===== src/rtl/bitblt_pkg.sv =====
// Shared constants and types for the raster-operation datapath and its controller.
// Assumes a single 100 MHz clock and a synchronous active-high reset on both ends.
package bitblt_pkg;
	localparam int WORD_W = 16;
	localparam int CTRL_W = 13;
	localparam int FUNC_W = 4;
	localparam int FIELD_W = 4;
	localparam int QUEUE_DEPTH = 16;
	// Control word layout
	localparam int RIGHT_FIELD_LSB = 0;
	localparam int LEFT_FIELD_LSB = 4;
	localparam int SHIFT_FIELD_LSB = 8;
	localparam int ORDER_BIT = 12;
	// Controller command data layout for the address-derived control load
	localparam int START_BIT_LSB = 0;
	localparam int END_BIT_LSB = 4;
	localparam int DIR_BIT = 8;
	localparam int CMD_SHIFT_LSB = 9;
	// Mode command data layout
	localparam int MODE_LINE_BIT = 0;
	localparam int MODE_LEFT_BIT = 1;
	localparam int MODE_RIGHT_BIT = 2;
	localparam int MODE_PIX_LSB = 4;
	// Reset values
	localparam logic [CTRL_W-1:0] CTRL_RESET = 13'h0000;
	localparam logic [FUNC_W-1:0] FUNC_RESET = 4'h0;
	localparam logic [WORD_W-1:0] WORD_RESET = 16'h0000;
	// Strobe low time: 20 ns, at least one cycle
	localparam int CLK_PERIOD_NS = 10;
	localparam int STROBE_LOW_NS = 20;
	localparam int STROBE_LOW_CYCLES =
		(STROBE_LOW_NS + CLK_PERIOD_NS - 1) / CLK_PERIOD_NS < 1 ? 1 :
		(STROBE_LOW_NS + CLK_PERIOD_NS - 1) / CLK_PERIOD_NS;
	localparam logic [3:0] STROBE_LOW_CNT = 4'(STROBE_LOW_CYCLES);
	typedef enum logic [3:0] {
		OP_CTRL_RAW,
		OP_CTRL_ADDR,
		OP_FUNC,
		OP_SOURCE,
		OP_DEST,
		OP_PIXEL,
		OP_QWRITE,
		OP_QREAD,
		OP_MODE
	} op_t;
endpackage : bitblt_pkg


===== src/rtl/bitblt_link_if.sv =====
// Pin-level link between the datapath and its controlling party.
// Assumes both ends share clk_i; strobes ending in _n are active low.
`timescale 1ns/1ps
interface bitblt_link_if;
	logic [15:0] data;
	logic control_load_strobe_n;
	logic function_load_strobe_n;
	logic source_load;
	logic dest_load;
	logic pixel_load;
	logic queue_write_strobe;
	logic queue_read_strobe;
	logic line_mode;
	logic left_edge_enable;
	logic right_edge_enable;
	logic [3:0] pixel_bit_select;
	logic [15:0] result;
	modport device (
		input data, control_load_strobe_n, function_load_strobe_n, source_load, dest_load,
		input pixel_load, queue_write_strobe, queue_read_strobe, line_mode,
		input left_edge_enable, right_edge_enable, pixel_bit_select,
		output result
	);
	modport host (
		output data, control_load_strobe_n, function_load_strobe_n, source_load, dest_load,
		output pixel_load, queue_write_strobe, queue_read_strobe, line_mode,
		output left_edge_enable, right_edge_enable, pixel_bit_select,
		input result
	);
endinterface : bitblt_link_if


===== src/rtl/raster_op_unit.sv =====
// Shift, mask and logic datapath: control and function registers, word swap,
// barrel shifter, 16-word queue and raster logic unit.
// Assumes all link inputs are synchronous to clk_i.
//
// Function
// RULE1: Control register: left, right, shift, order fields
// RULE2: Control loads on control strobe rising edge
// RULE3: Control register is write only, no readback
// RULE4: Control held unchanged while line mode high
// RULE5: Masked-off bits keep destination; enables gate masks
// RULE6: Left field n clears n top bits
// RULE7: Right field n sets n+1 top bits
// RULE8: Controller derives mask fields from destination address
// RULE9: Sixteen shift amounts from shift field
// RULE10: Output is upper word of shifted pair
// RULE11: Order high puts newest word most significant
// RULE12: Controller sets order bit by fetch direction
// RULE13: Shifter is 32-to-16 mux of held/incoming
// RULE14: Swap exchanges words, never bits within
// RULE15: Four-bit function register selects sixteen operations
// RULE16: Result bit is OR of four minterms
// RULE17: Function loads on function strobe rising edge
// RULE18: Sixteen-word by sixteen-bit queue, separate strobes
// RULE19: One-hot ring pointers cleared by reset
// RULE20: Block mode combines queue word with destination
// RULE21: Line mode combines pixel with addressed bit
// RULE22: Pixel replicated, only addressed bit changes
// RULE23: Both enables: bit needs both masks
// RULE24: Pointers wrap, no full or empty flags
//
// The Wishbone slave port and the address map were decided locally.
`timescale 1ns/1ps
module raster_op_unit
	import bitblt_pkg::*;
#(
	parameter int DEPTH = QUEUE_DEPTH
) (
	input wire logic clk_i, // System clock
	input wire logic rst_i, // Synchronous reset, active high
	bitblt_link_if.device link // Pins toward the controller
);

	////////////////////////////////////////////////////////////////////////////////////////
	// Decode helpers

	function automatic logic [WORD_W-1:0] left_mask(input logic [FIELD_W-1:0] n);
		left_mask = 16'hFFFF >> n; // [RULE6]
	endfunction : left_mask

	function automatic logic [WORD_W-1:0] right_mask(input logic [FIELD_W-1:0] n);
		logic [4:0] amt;
		amt = {1'b0, n} + 5'h01;
		right_mask = ~(16'hFFFF >> amt); // [RULE7]
	endfunction : right_mask

	function automatic logic [WORD_W-1:0] barrel(input logic [WORD_W-1:0] msw,
		input logic [WORD_W-1:0] lsw, input logic [FIELD_W-1:0] i);
		logic [2*WORD_W-1:0] pair;
		pair = {msw, lsw} << i; // [RULE9] [RULE10]
		barrel = pair[2*WORD_W-1:WORD_W]; // [RULE13]
	endfunction : barrel

	function automatic logic [WORD_W-1:0] rop(input logic [FUNC_W-1:0] f,
		input logic [WORD_W-1:0] s, input logic [WORD_W-1:0] d);
		rop = ({WORD_W{f[3]}} & ~s & ~d) | ({WORD_W{f[2]}} & ~s & d) |
			({WORD_W{f[1]}} & s & ~d) | ({WORD_W{f[0]}} & s & d); // [RULE16]
	endfunction : rop

	////////////////////////////////////////////////////////////////////////////////////////
	// Control and function registers

	// Write-only: no path leads from these registers back to the data port [RULE3]
	logic [CTRL_W-1:0] control_q; // [RULE1]
	logic [CTRL_W-1:0] control_shadow_q;
	logic [FUNC_W-1:0] function_q; // [RULE15]
	logic [FUNC_W-1:0] function_shadow_q;
	logic control_strobe_prev_q;
	logic function_strobe_prev_q;
	logic control_rise;
	logic function_rise;

	assign control_rise = !control_strobe_prev_q && link.control_load_strobe_n;
	assign function_rise = !function_strobe_prev_q && link.function_load_strobe_n;

	always_ff @(posedge clk_i) begin
		if (rst_i) begin
			control_strobe_prev_q <= 1'b1;
			function_strobe_prev_q <= 1'b1;
		end else begin
			control_strobe_prev_q <= link.control_load_strobe_n;
			function_strobe_prev_q <= link.function_load_strobe_n;
		end
	end

	// Data is followed while the strobe is low and committed when it rises
	always_ff @(posedge clk_i) begin
		if (rst_i) begin
			control_shadow_q <= CTRL_RESET;
		end else if (!link.control_load_strobe_n) begin
			control_shadow_q <= link.data[CTRL_W-1:0];
		end
	end

	always_ff @(posedge clk_i) begin
		if (rst_i) begin
			control_q <= CTRL_RESET;
		end else if (control_rise && !link.line_mode) begin // [RULE2] [RULE4]
			control_q <= control_shadow_q;
		end
	end

	always_ff @(posedge clk_i) begin
		if (rst_i) begin
			function_shadow_q <= FUNC_RESET;
		end else if (!link.function_load_strobe_n) begin
			function_shadow_q <= link.data[FUNC_W-1:0];
		end
	end

	always_ff @(posedge clk_i) begin
		if (rst_i) begin
			function_q <= FUNC_RESET;
		end else if (function_rise) begin // [RULE17]
			function_q <= function_shadow_q;
		end
	end

	logic [FIELD_W-1:0] right_edge_field;
	logic [FIELD_W-1:0] left_edge_field;
	logic [FIELD_W-1:0] shift_count_field;
	logic word_order_select;

	assign right_edge_field = control_q[RIGHT_FIELD_LSB +: FIELD_W];
	assign left_edge_field = control_q[LEFT_FIELD_LSB +: FIELD_W];
	assign shift_count_field = control_q[SHIFT_FIELD_LSB +: FIELD_W];
	assign word_order_select = control_q[ORDER_BIT];

	////////////////////////////////////////////////////////////////////////////////////////
	// Input latches

	logic [WORD_W-1:0] incoming_word_latch_q;
	logic [WORD_W-1:0] held_source_word_q;
	logic [WORD_W-1:0] dest_latch_q;
	logic pixel_in_latch_q;

	// A new source word pushes the previous one into the held latch
	always_ff @(posedge clk_i) begin
		if (rst_i) begin
			incoming_word_latch_q <= WORD_RESET;
			held_source_word_q <= WORD_RESET;
		end else if (link.source_load) begin
			incoming_word_latch_q <= link.data;
			held_source_word_q <= incoming_word_latch_q; // [RULE13]
		end
	end

	always_ff @(posedge clk_i) begin
		if (rst_i) begin
			dest_latch_q <= WORD_RESET;
		end else if (link.dest_load) begin
			dest_latch_q <= link.data;
		end
	end

	always_ff @(posedge clk_i) begin
		if (rst_i) begin
			pixel_in_latch_q <= 1'b0;
		end else if (link.pixel_load) begin
			pixel_in_latch_q <= link.data[0];
		end
	end

	////////////////////////////////////////////////////////////////////////////////////////
	// Word swap and barrel shifter

	logic [WORD_W-1:0] shifter_msw;
	logic [WORD_W-1:0] shifter_lsw;
	logic [WORD_W-1:0] shifted_word;

	// Whole words trade places; bit order inside each word is untouched [RULE14]
	assign shifter_msw = word_order_select ? incoming_word_latch_q : held_source_word_q; // [RULE11]
	assign shifter_lsw = word_order_select ? held_source_word_q : incoming_word_latch_q; // [RULE11]
	assign shifted_word = barrel(shifter_msw, shifter_lsw, shift_count_field);

	////////////////////////////////////////////////////////////////////////////////////////
	// Queue with one-hot ring pointers

	logic [WORD_W-1:0] queue_mem [DEPTH]; // [RULE18]
	logic [DEPTH-1:0] write_ptr_q;
	logic [DEPTH-1:0] read_ptr_q;
	logic [WORD_W-1:0] queue_head;

	always_ff @(posedge clk_i) begin
		if (rst_i) begin
			write_ptr_q <= {{(DEPTH-1){1'b0}}, 1'b1}; // [RULE19]
		end else if (link.queue_write_strobe) begin
			write_ptr_q <= {write_ptr_q[DEPTH-2:0], write_ptr_q[DEPTH-1]}; // [RULE24]
		end
	end

	always_ff @(posedge clk_i) begin
		if (rst_i) begin
			read_ptr_q <= {{(DEPTH-1){1'b0}}, 1'b1}; // [RULE19]
		end else if (link.queue_read_strobe) begin
			read_ptr_q <= {read_ptr_q[DEPTH-2:0], read_ptr_q[DEPTH-1]}; // [RULE24]
		end
	end

	genvar g;
	generate
		for (g = 0; g < DEPTH; g++) begin : g_entry
			always_ff @(posedge clk_i) begin
				if (link.queue_write_strobe && write_ptr_q[g]) begin
					queue_mem[g] <= shifted_word;
				end
			end
		end
	endgenerate

	always_comb begin
		queue_head = WORD_RESET;
		for (int k = 0; k < DEPTH; k++) begin
			if (read_ptr_q[k]) begin
				queue_head = queue_mem[k];
			end
		end
	end

	////////////////////////////////////////////////////////////////////////////////////////
	// Raster logic unit

	logic [WORD_W-1:0] edge_mask;
	logic [WORD_W-1:0] pixel_mask;
	logic [WORD_W-1:0] source_word;
	logic [WORD_W-1:0] write_mask;
	logic [WORD_W-1:0] logic_out;
	logic [WORD_W-1:0] result_q;

	always_comb begin
		edge_mask = 16'hFFFF;
		if (link.left_edge_enable) begin
			edge_mask = edge_mask & left_mask(left_edge_field); // [RULE5] [RULE23]
		end
		if (link.right_edge_enable) begin
			edge_mask = edge_mask & right_mask(right_edge_field); // [RULE5] [RULE23]
		end
	end

	// Pixel address 0 selects the most significant bit
	assign pixel_mask = 16'h8000 >> link.pixel_bit_select; // [RULE21]
	assign source_word = link.line_mode ? {WORD_W{pixel_in_latch_q}} : queue_head; // [RULE22]
	assign write_mask = link.line_mode ? pixel_mask : edge_mask; // [RULE20] [RULE22]
	assign logic_out = (rop(function_q, source_word, dest_latch_q) & write_mask) |
		(dest_latch_q & ~write_mask); // [RULE5]

	// Block mode updates on a queue read; line mode updates every cycle
	always_ff @(posedge clk_i) begin
		if (rst_i) begin
			result_q <= WORD_RESET;
		end else if (link.line_mode || link.queue_read_strobe) begin // [RULE20] [RULE21]
			result_q <= logic_out;
		end
	end

	assign link.result = result_q;

endmodule : raster_op_unit


===== src/flat_wrapper.sv =====
// flat-port wrapper written by rule: the top's interface ports become plain ports
module raster_op_unit_flat import bitblt_pkg::*;
#(
	parameter int DEPTH = QUEUE_DEPTH
)
  (clk_i, rst_i, link_data, link_control_load_strobe_n, link_function_load_strobe_n, link_source_load, link_dest_load, link_pixel_load, link_queue_write_strobe, link_queue_read_strobe, link_line_mode, link_left_edge_enable, link_right_edge_enable, link_pixel_bit_select, link_result);
  bitblt_link_if link_i ();
  input wire logic clk_i;
  input wire logic rst_i;
  input wire logic [$bits(link_i.data)-1:0] link_data;
  input wire logic [$bits(link_i.control_load_strobe_n)-1:0] link_control_load_strobe_n;
  input wire logic [$bits(link_i.function_load_strobe_n)-1:0] link_function_load_strobe_n;
  input wire logic [$bits(link_i.source_load)-1:0] link_source_load;
  input wire logic [$bits(link_i.dest_load)-1:0] link_dest_load;
  input wire logic [$bits(link_i.pixel_load)-1:0] link_pixel_load;
  input wire logic [$bits(link_i.queue_write_strobe)-1:0] link_queue_write_strobe;
  input wire logic [$bits(link_i.queue_read_strobe)-1:0] link_queue_read_strobe;
  input wire logic [$bits(link_i.line_mode)-1:0] link_line_mode;
  input wire logic [$bits(link_i.left_edge_enable)-1:0] link_left_edge_enable;
  input wire logic [$bits(link_i.right_edge_enable)-1:0] link_right_edge_enable;
  input wire logic [$bits(link_i.pixel_bit_select)-1:0] link_pixel_bit_select;
  output wire logic [$bits(link_i.result)-1:0] link_result;
  assign link_i.data = link_data;
  assign link_i.control_load_strobe_n = link_control_load_strobe_n;
  assign link_i.function_load_strobe_n = link_function_load_strobe_n;
  assign link_i.source_load = link_source_load;
  assign link_i.dest_load = link_dest_load;
  assign link_i.pixel_load = link_pixel_load;
  assign link_i.queue_write_strobe = link_queue_write_strobe;
  assign link_i.queue_read_strobe = link_queue_read_strobe;
  assign link_i.line_mode = link_line_mode;
  assign link_i.left_edge_enable = link_left_edge_enable;
  assign link_i.right_edge_enable = link_right_edge_enable;
  assign link_i.pixel_bit_select = link_pixel_bit_select;
  assign link_result = link_i.result;
  raster_op_unit #(.DEPTH(DEPTH)) u_core (.clk_i(clk_i), .rst_i(rst_i), .link(link_i));
endmodule

===== config.mk =====
export PLATFORM = sky130hd
export DESIGN_NAME = raster_op_unit_flat
export DESIGN_NICKNAME = d
export VERILOG_FILES = /design/src/rtl/bitblt_pkg.sv /design/src/rtl/bitblt_link_if.sv /design/src/rtl/raster_op_unit.sv /design/src/flat_wrapper.sv
export SDC_FILE = /design/constraint.sdc
export NUM_CORES = 1
export LEC_CHECK = 0
export BUFFER_PORTS_ARGS = -buffer_cell sky130_fd_sc_hd__buf_2
export CAP_MARGIN = 20
export CORE_UTILIZATION = 40
export CTS_CLUSTER_SIZE = 25
export DETAILED_ROUTE_END_ITERATION = 16
export HOLD_SLACK_MARGIN = 0.12
export PLACE_DENSITY = 0.59
export SLEW_MARGIN = 30
export SYNTH_ARGS = -nofsm -noshare
export SYNTH_HDL_FRONTEND = slang
export SYNTH_SLANG_ARGS = --single-unit

===== constraint.sdc =====
create_clock -name clk_i -period 3.6 [get_ports clk_i]
set_input_delay 0.18 -clock clk_i [delete_from_list [all_inputs] [get_ports clk_i]]
set_output_delay 0.18 -clock clk_i [all_outputs]
set_load 0.005 [all_outputs]

==> results_dict.tcl <==
set metrics [dict create \
    core-area_um2 43270 \
    min_period_over_period_pct 79.61 \
    p_clk_share_pct 43.8 \
    htree_num_levels 2 \
    clkLatencyLatePin_ns 0.56 \
    dp_cells 2049 \
    synth_cell_type_count 71 \
    cp-end-kind "register" \
    initial_core_util_pct 40.69 \
    pwr-share-seq_pct 49.5 \
    tightestPinTransition_ns 0.9712 \
    drt_first_pass_iters 5 \
    clockBufferDepth 3 \
    cp_slowest_cell "nor4_4" \
    setup_violations 0 \
    tns_ns 0 \
    fin_cells 2147 \
    rsz0062_at_grt "no" \
    fin_crit_ns 2.866 \
    min_path_type "primary input to register" \
    fin_skew_ns 0.01411 \
    timing.fmax_mhz 348.9 \
    cp.arrival_ns 3.26 \
    yosys.area_share.simple_pct 10.77 \
    die_x_um 211.8 \
    avgSynthCellArea_um2 11.86 \
    drtIter0Drc 1285 \
    ys_async_sr_fraction_pct 0 \
    final_common_cell "edfxtp_1" \
    combinationalPowerShare_pct 6.7 \
    synth_top_family_by_area "compound AO/OA/AOI/OAI gates" \
    synth_mux_area_share_pct 11.41 \
    max_cap_violations 0 \
    status "completed" \
    cts_sinks 389 \
    powerDensity_nw_per_um2 493.9 \
    cellLeakagePower_nw 7.138 \
    pre_cts_ws_ns 0.7621 \
    core.rowCount 76 \
    diodes 0 \
    yosysSeqAreaShare_pct 58.78 \
    cts_buffers 42 \
    grt_pass1_wl_um 76390 \
    max-vdd-ir-drop_v 0.0004046 \
    ys_warn_count 0 \
    synth-edff-count 256 \
    wl_per_cell_um 23.73 \
    synth-seq-cells 389 \
    critPathKind "register to register" \
    wirelength_um 50940 \
    syn_inst 1485 \
    track_usage_pct 22.91 \
    io_pins 48 \
    ys.flop_type "edfxtp_1" \
    ant_nets 0 \
    final_max_slew_viol_count 0 \
    drive_gt1_share_pct 15.94 \
    finalPower_mw 9.929 \
    synth_area_um2 17610 \
    crit_path_start_kind "register" \
    grt_pass1_vias 12173 \
    layout_common_cells "edfxtp_1, nor2_1, dfxtp_1, mux2i_1, nand2_1" \
    numPortBuffers 47 \
    antenna_found_initial 1 \
    critPathRequiredTime_ns 4.00 \
    cts_tree "yes" \
    worstPathMaxFanout 13 \
    drc_errors 0 \
    crit_chain "or3_1 > nor4_4 > o211ai_1 > a31oi_1 > nand3b_1 > o221ai_1" \
    dp_hpwl_um 33390 \
    ctsResizeCount 0 \
    hold_viol_final 0 \
    avgViaCountPerCell 5.865 \
    internal-power_mw 7.656 \
    clk_pin_slew_ns 0.06 \
    synthAdderAreaFrac_pct 0 \
    p_sw_share_pct 22.89 \
    cp_slowest_stage_delay_ns 0.80 \
    fp.dieH_um 211.8 \
    synth_nets 1517 \
    num-fill-cells 3843 \
    yosys.area_share.xor_xnor_pct 0 \
    grt_max_degree 64 \
    fin_ws_ns 0.7341 \
    cp_num_buf_inv 0 \
    holdWs_ns 0.1550 \
    synth-compound-area-share_pct 15.44 \
    vias 12593 \
    place_congestion 0.8543 \
    syn2layout_area_growth_pct 14.18 \
    slew_headroom_pct 34.77 \
    cp_top_family "simple AND/OR/NAND/NOR gates" \
    nNetsFinal 1560 \
    switchingPower_mw 2.273 \
    gr-total-overflow 0 \
    design.die.area_um2 44860 \
    cts-root-buf "clkbuf_16" \
]
==> layout make-up <==
cell class | count | area [um2] | area share (%)
clock buffer | 62 | 1217 | 6.056
timing repair buffer | 118 | 845.8 | 4.207
tap | 585 | 732.0 | 3.641
inverter | 31 | 118.9 | 0.5912
clock inverter | 16 | 176.4 | 0.8775
multi-input combinational | 946 | 6664 | 33.15
sequential | 389 | 10350 | 51.48
==> power by group through the flow <==
stage	sequential (mW)	clock, mW	combinational (mW)
final	4.92	4.35	0.666
after floorplan	4.97	0	0.399
after CTS	4.91	4.40	0.664
after global placement	5.01	0	0.633
after global routing	4.92	4.58	0.711
after detailed placement	5.01	0	0.643
==> synth_stat cells, drive strengths merged, types with 17 or more instances <==
cell | number | area share, %
mux2 | 17 | 1.1
dfxtp | 133 | 15
mux2i | 123 | 7.0
o221ai | 17 | 0.85
nand3b | 17 | 0.72
edfxtp | 256 | 44
buf | 40 | 1.2
clkbuf | 79 | 1.7
o21ai | 58 | 1.6
mux4 | 26 | 3.3
a21oi | 79 | 2.2
inv | 28 | 0.61
a221oi | 48 | 2.4
nand2 | 117 | 2.5
and2 | 27 | 0.96
nand2b | 21 | 0.75
nor2 | 157 | 3.3
==> worst register-to-register path, stage by stage (launching register included) <==
cell and delay (ns):
dfxtp_1 0.37, or3_1 0.59, nor4_4 0.80, o211ai_1 0.32, a31oi_1 0.38, nand3b_1 0.16
o221ai_1 0.10
==> metrics by stage <==
stage	cell area [um2]	utilization [%]
2_1_floorplan	17610	-
3_3_place_gp	18470	42.69
3_5_place_dp	18510	42.77
4_1_cts	20100	46.45
5_1_grt	20100	46.47
6_report	20100	46.47
==> kinds of logic (layout without fill, tap and decap cells) <==
kind of cell           after synthesis  after routing
buffers and inverters              150            227
muxes                              166            166
DFF                                389            389
AOI/OAI and AO/OA                  375            375
and+or+nand+nor                    405            405
==> path summary, 6_finish.rpt <==
check / start / to / slack [ns] / cells past startpoint
setup / recovery: u_core.read_ptr_q[10] / u_core.link.result[0] / 0.73 / 6
hold / removal: link_control_load_strobe_n / u_core.control_shadow_q[10] / 0.16 / 3
setup reg to reg: u_core.read_ptr_q[10] / u_core.link.result[0] / 0.73 / 6
hold reg to reg: u_core.control_shadow_q[11] / u_core.control_q[11] / 0.46 / 2
==> what timing repair did <==
action / CTS / global route
hold buffers: 20 / 0
endpoints found under the hold margin: 61 / 0
setup buffers: 0 / 0
==> state kept, by name, summed over array words and instances (netlist names) <==
signal / cells
u_core.read_ptr_q: 16
u_core.dest_latch_q: 16
u_core.function_strobe_prev_q: 1
u_core.function_q: 4
u_core.incoming_word_latch_q: 16
u_core.control_q: 13
u_core.link.result: 16
u_core.function_shadow_q: 4
u_core.control_strobe_prev_q: 1
u_core.queue_mem: 256
u_core.pixel_in_latch_q: 1
u_core.control_shadow_q: 13
u_core.held_source_word_q: 16
u_core.write_ptr_q: 16
==> metal layers <==
layer | vias to the layer above | part of all wire (%) | track usage (%)
met1 | 6304 | 44 | 32.02
met2 | 455 | 46 | 36.33
met4 | 0 | 2.4 | 6.822
li1 | 5757 | - | -
met3 | 77 | 7.3 | 3.961
met5 | - | 0 | 0
(Power assumes the default switching activity.)
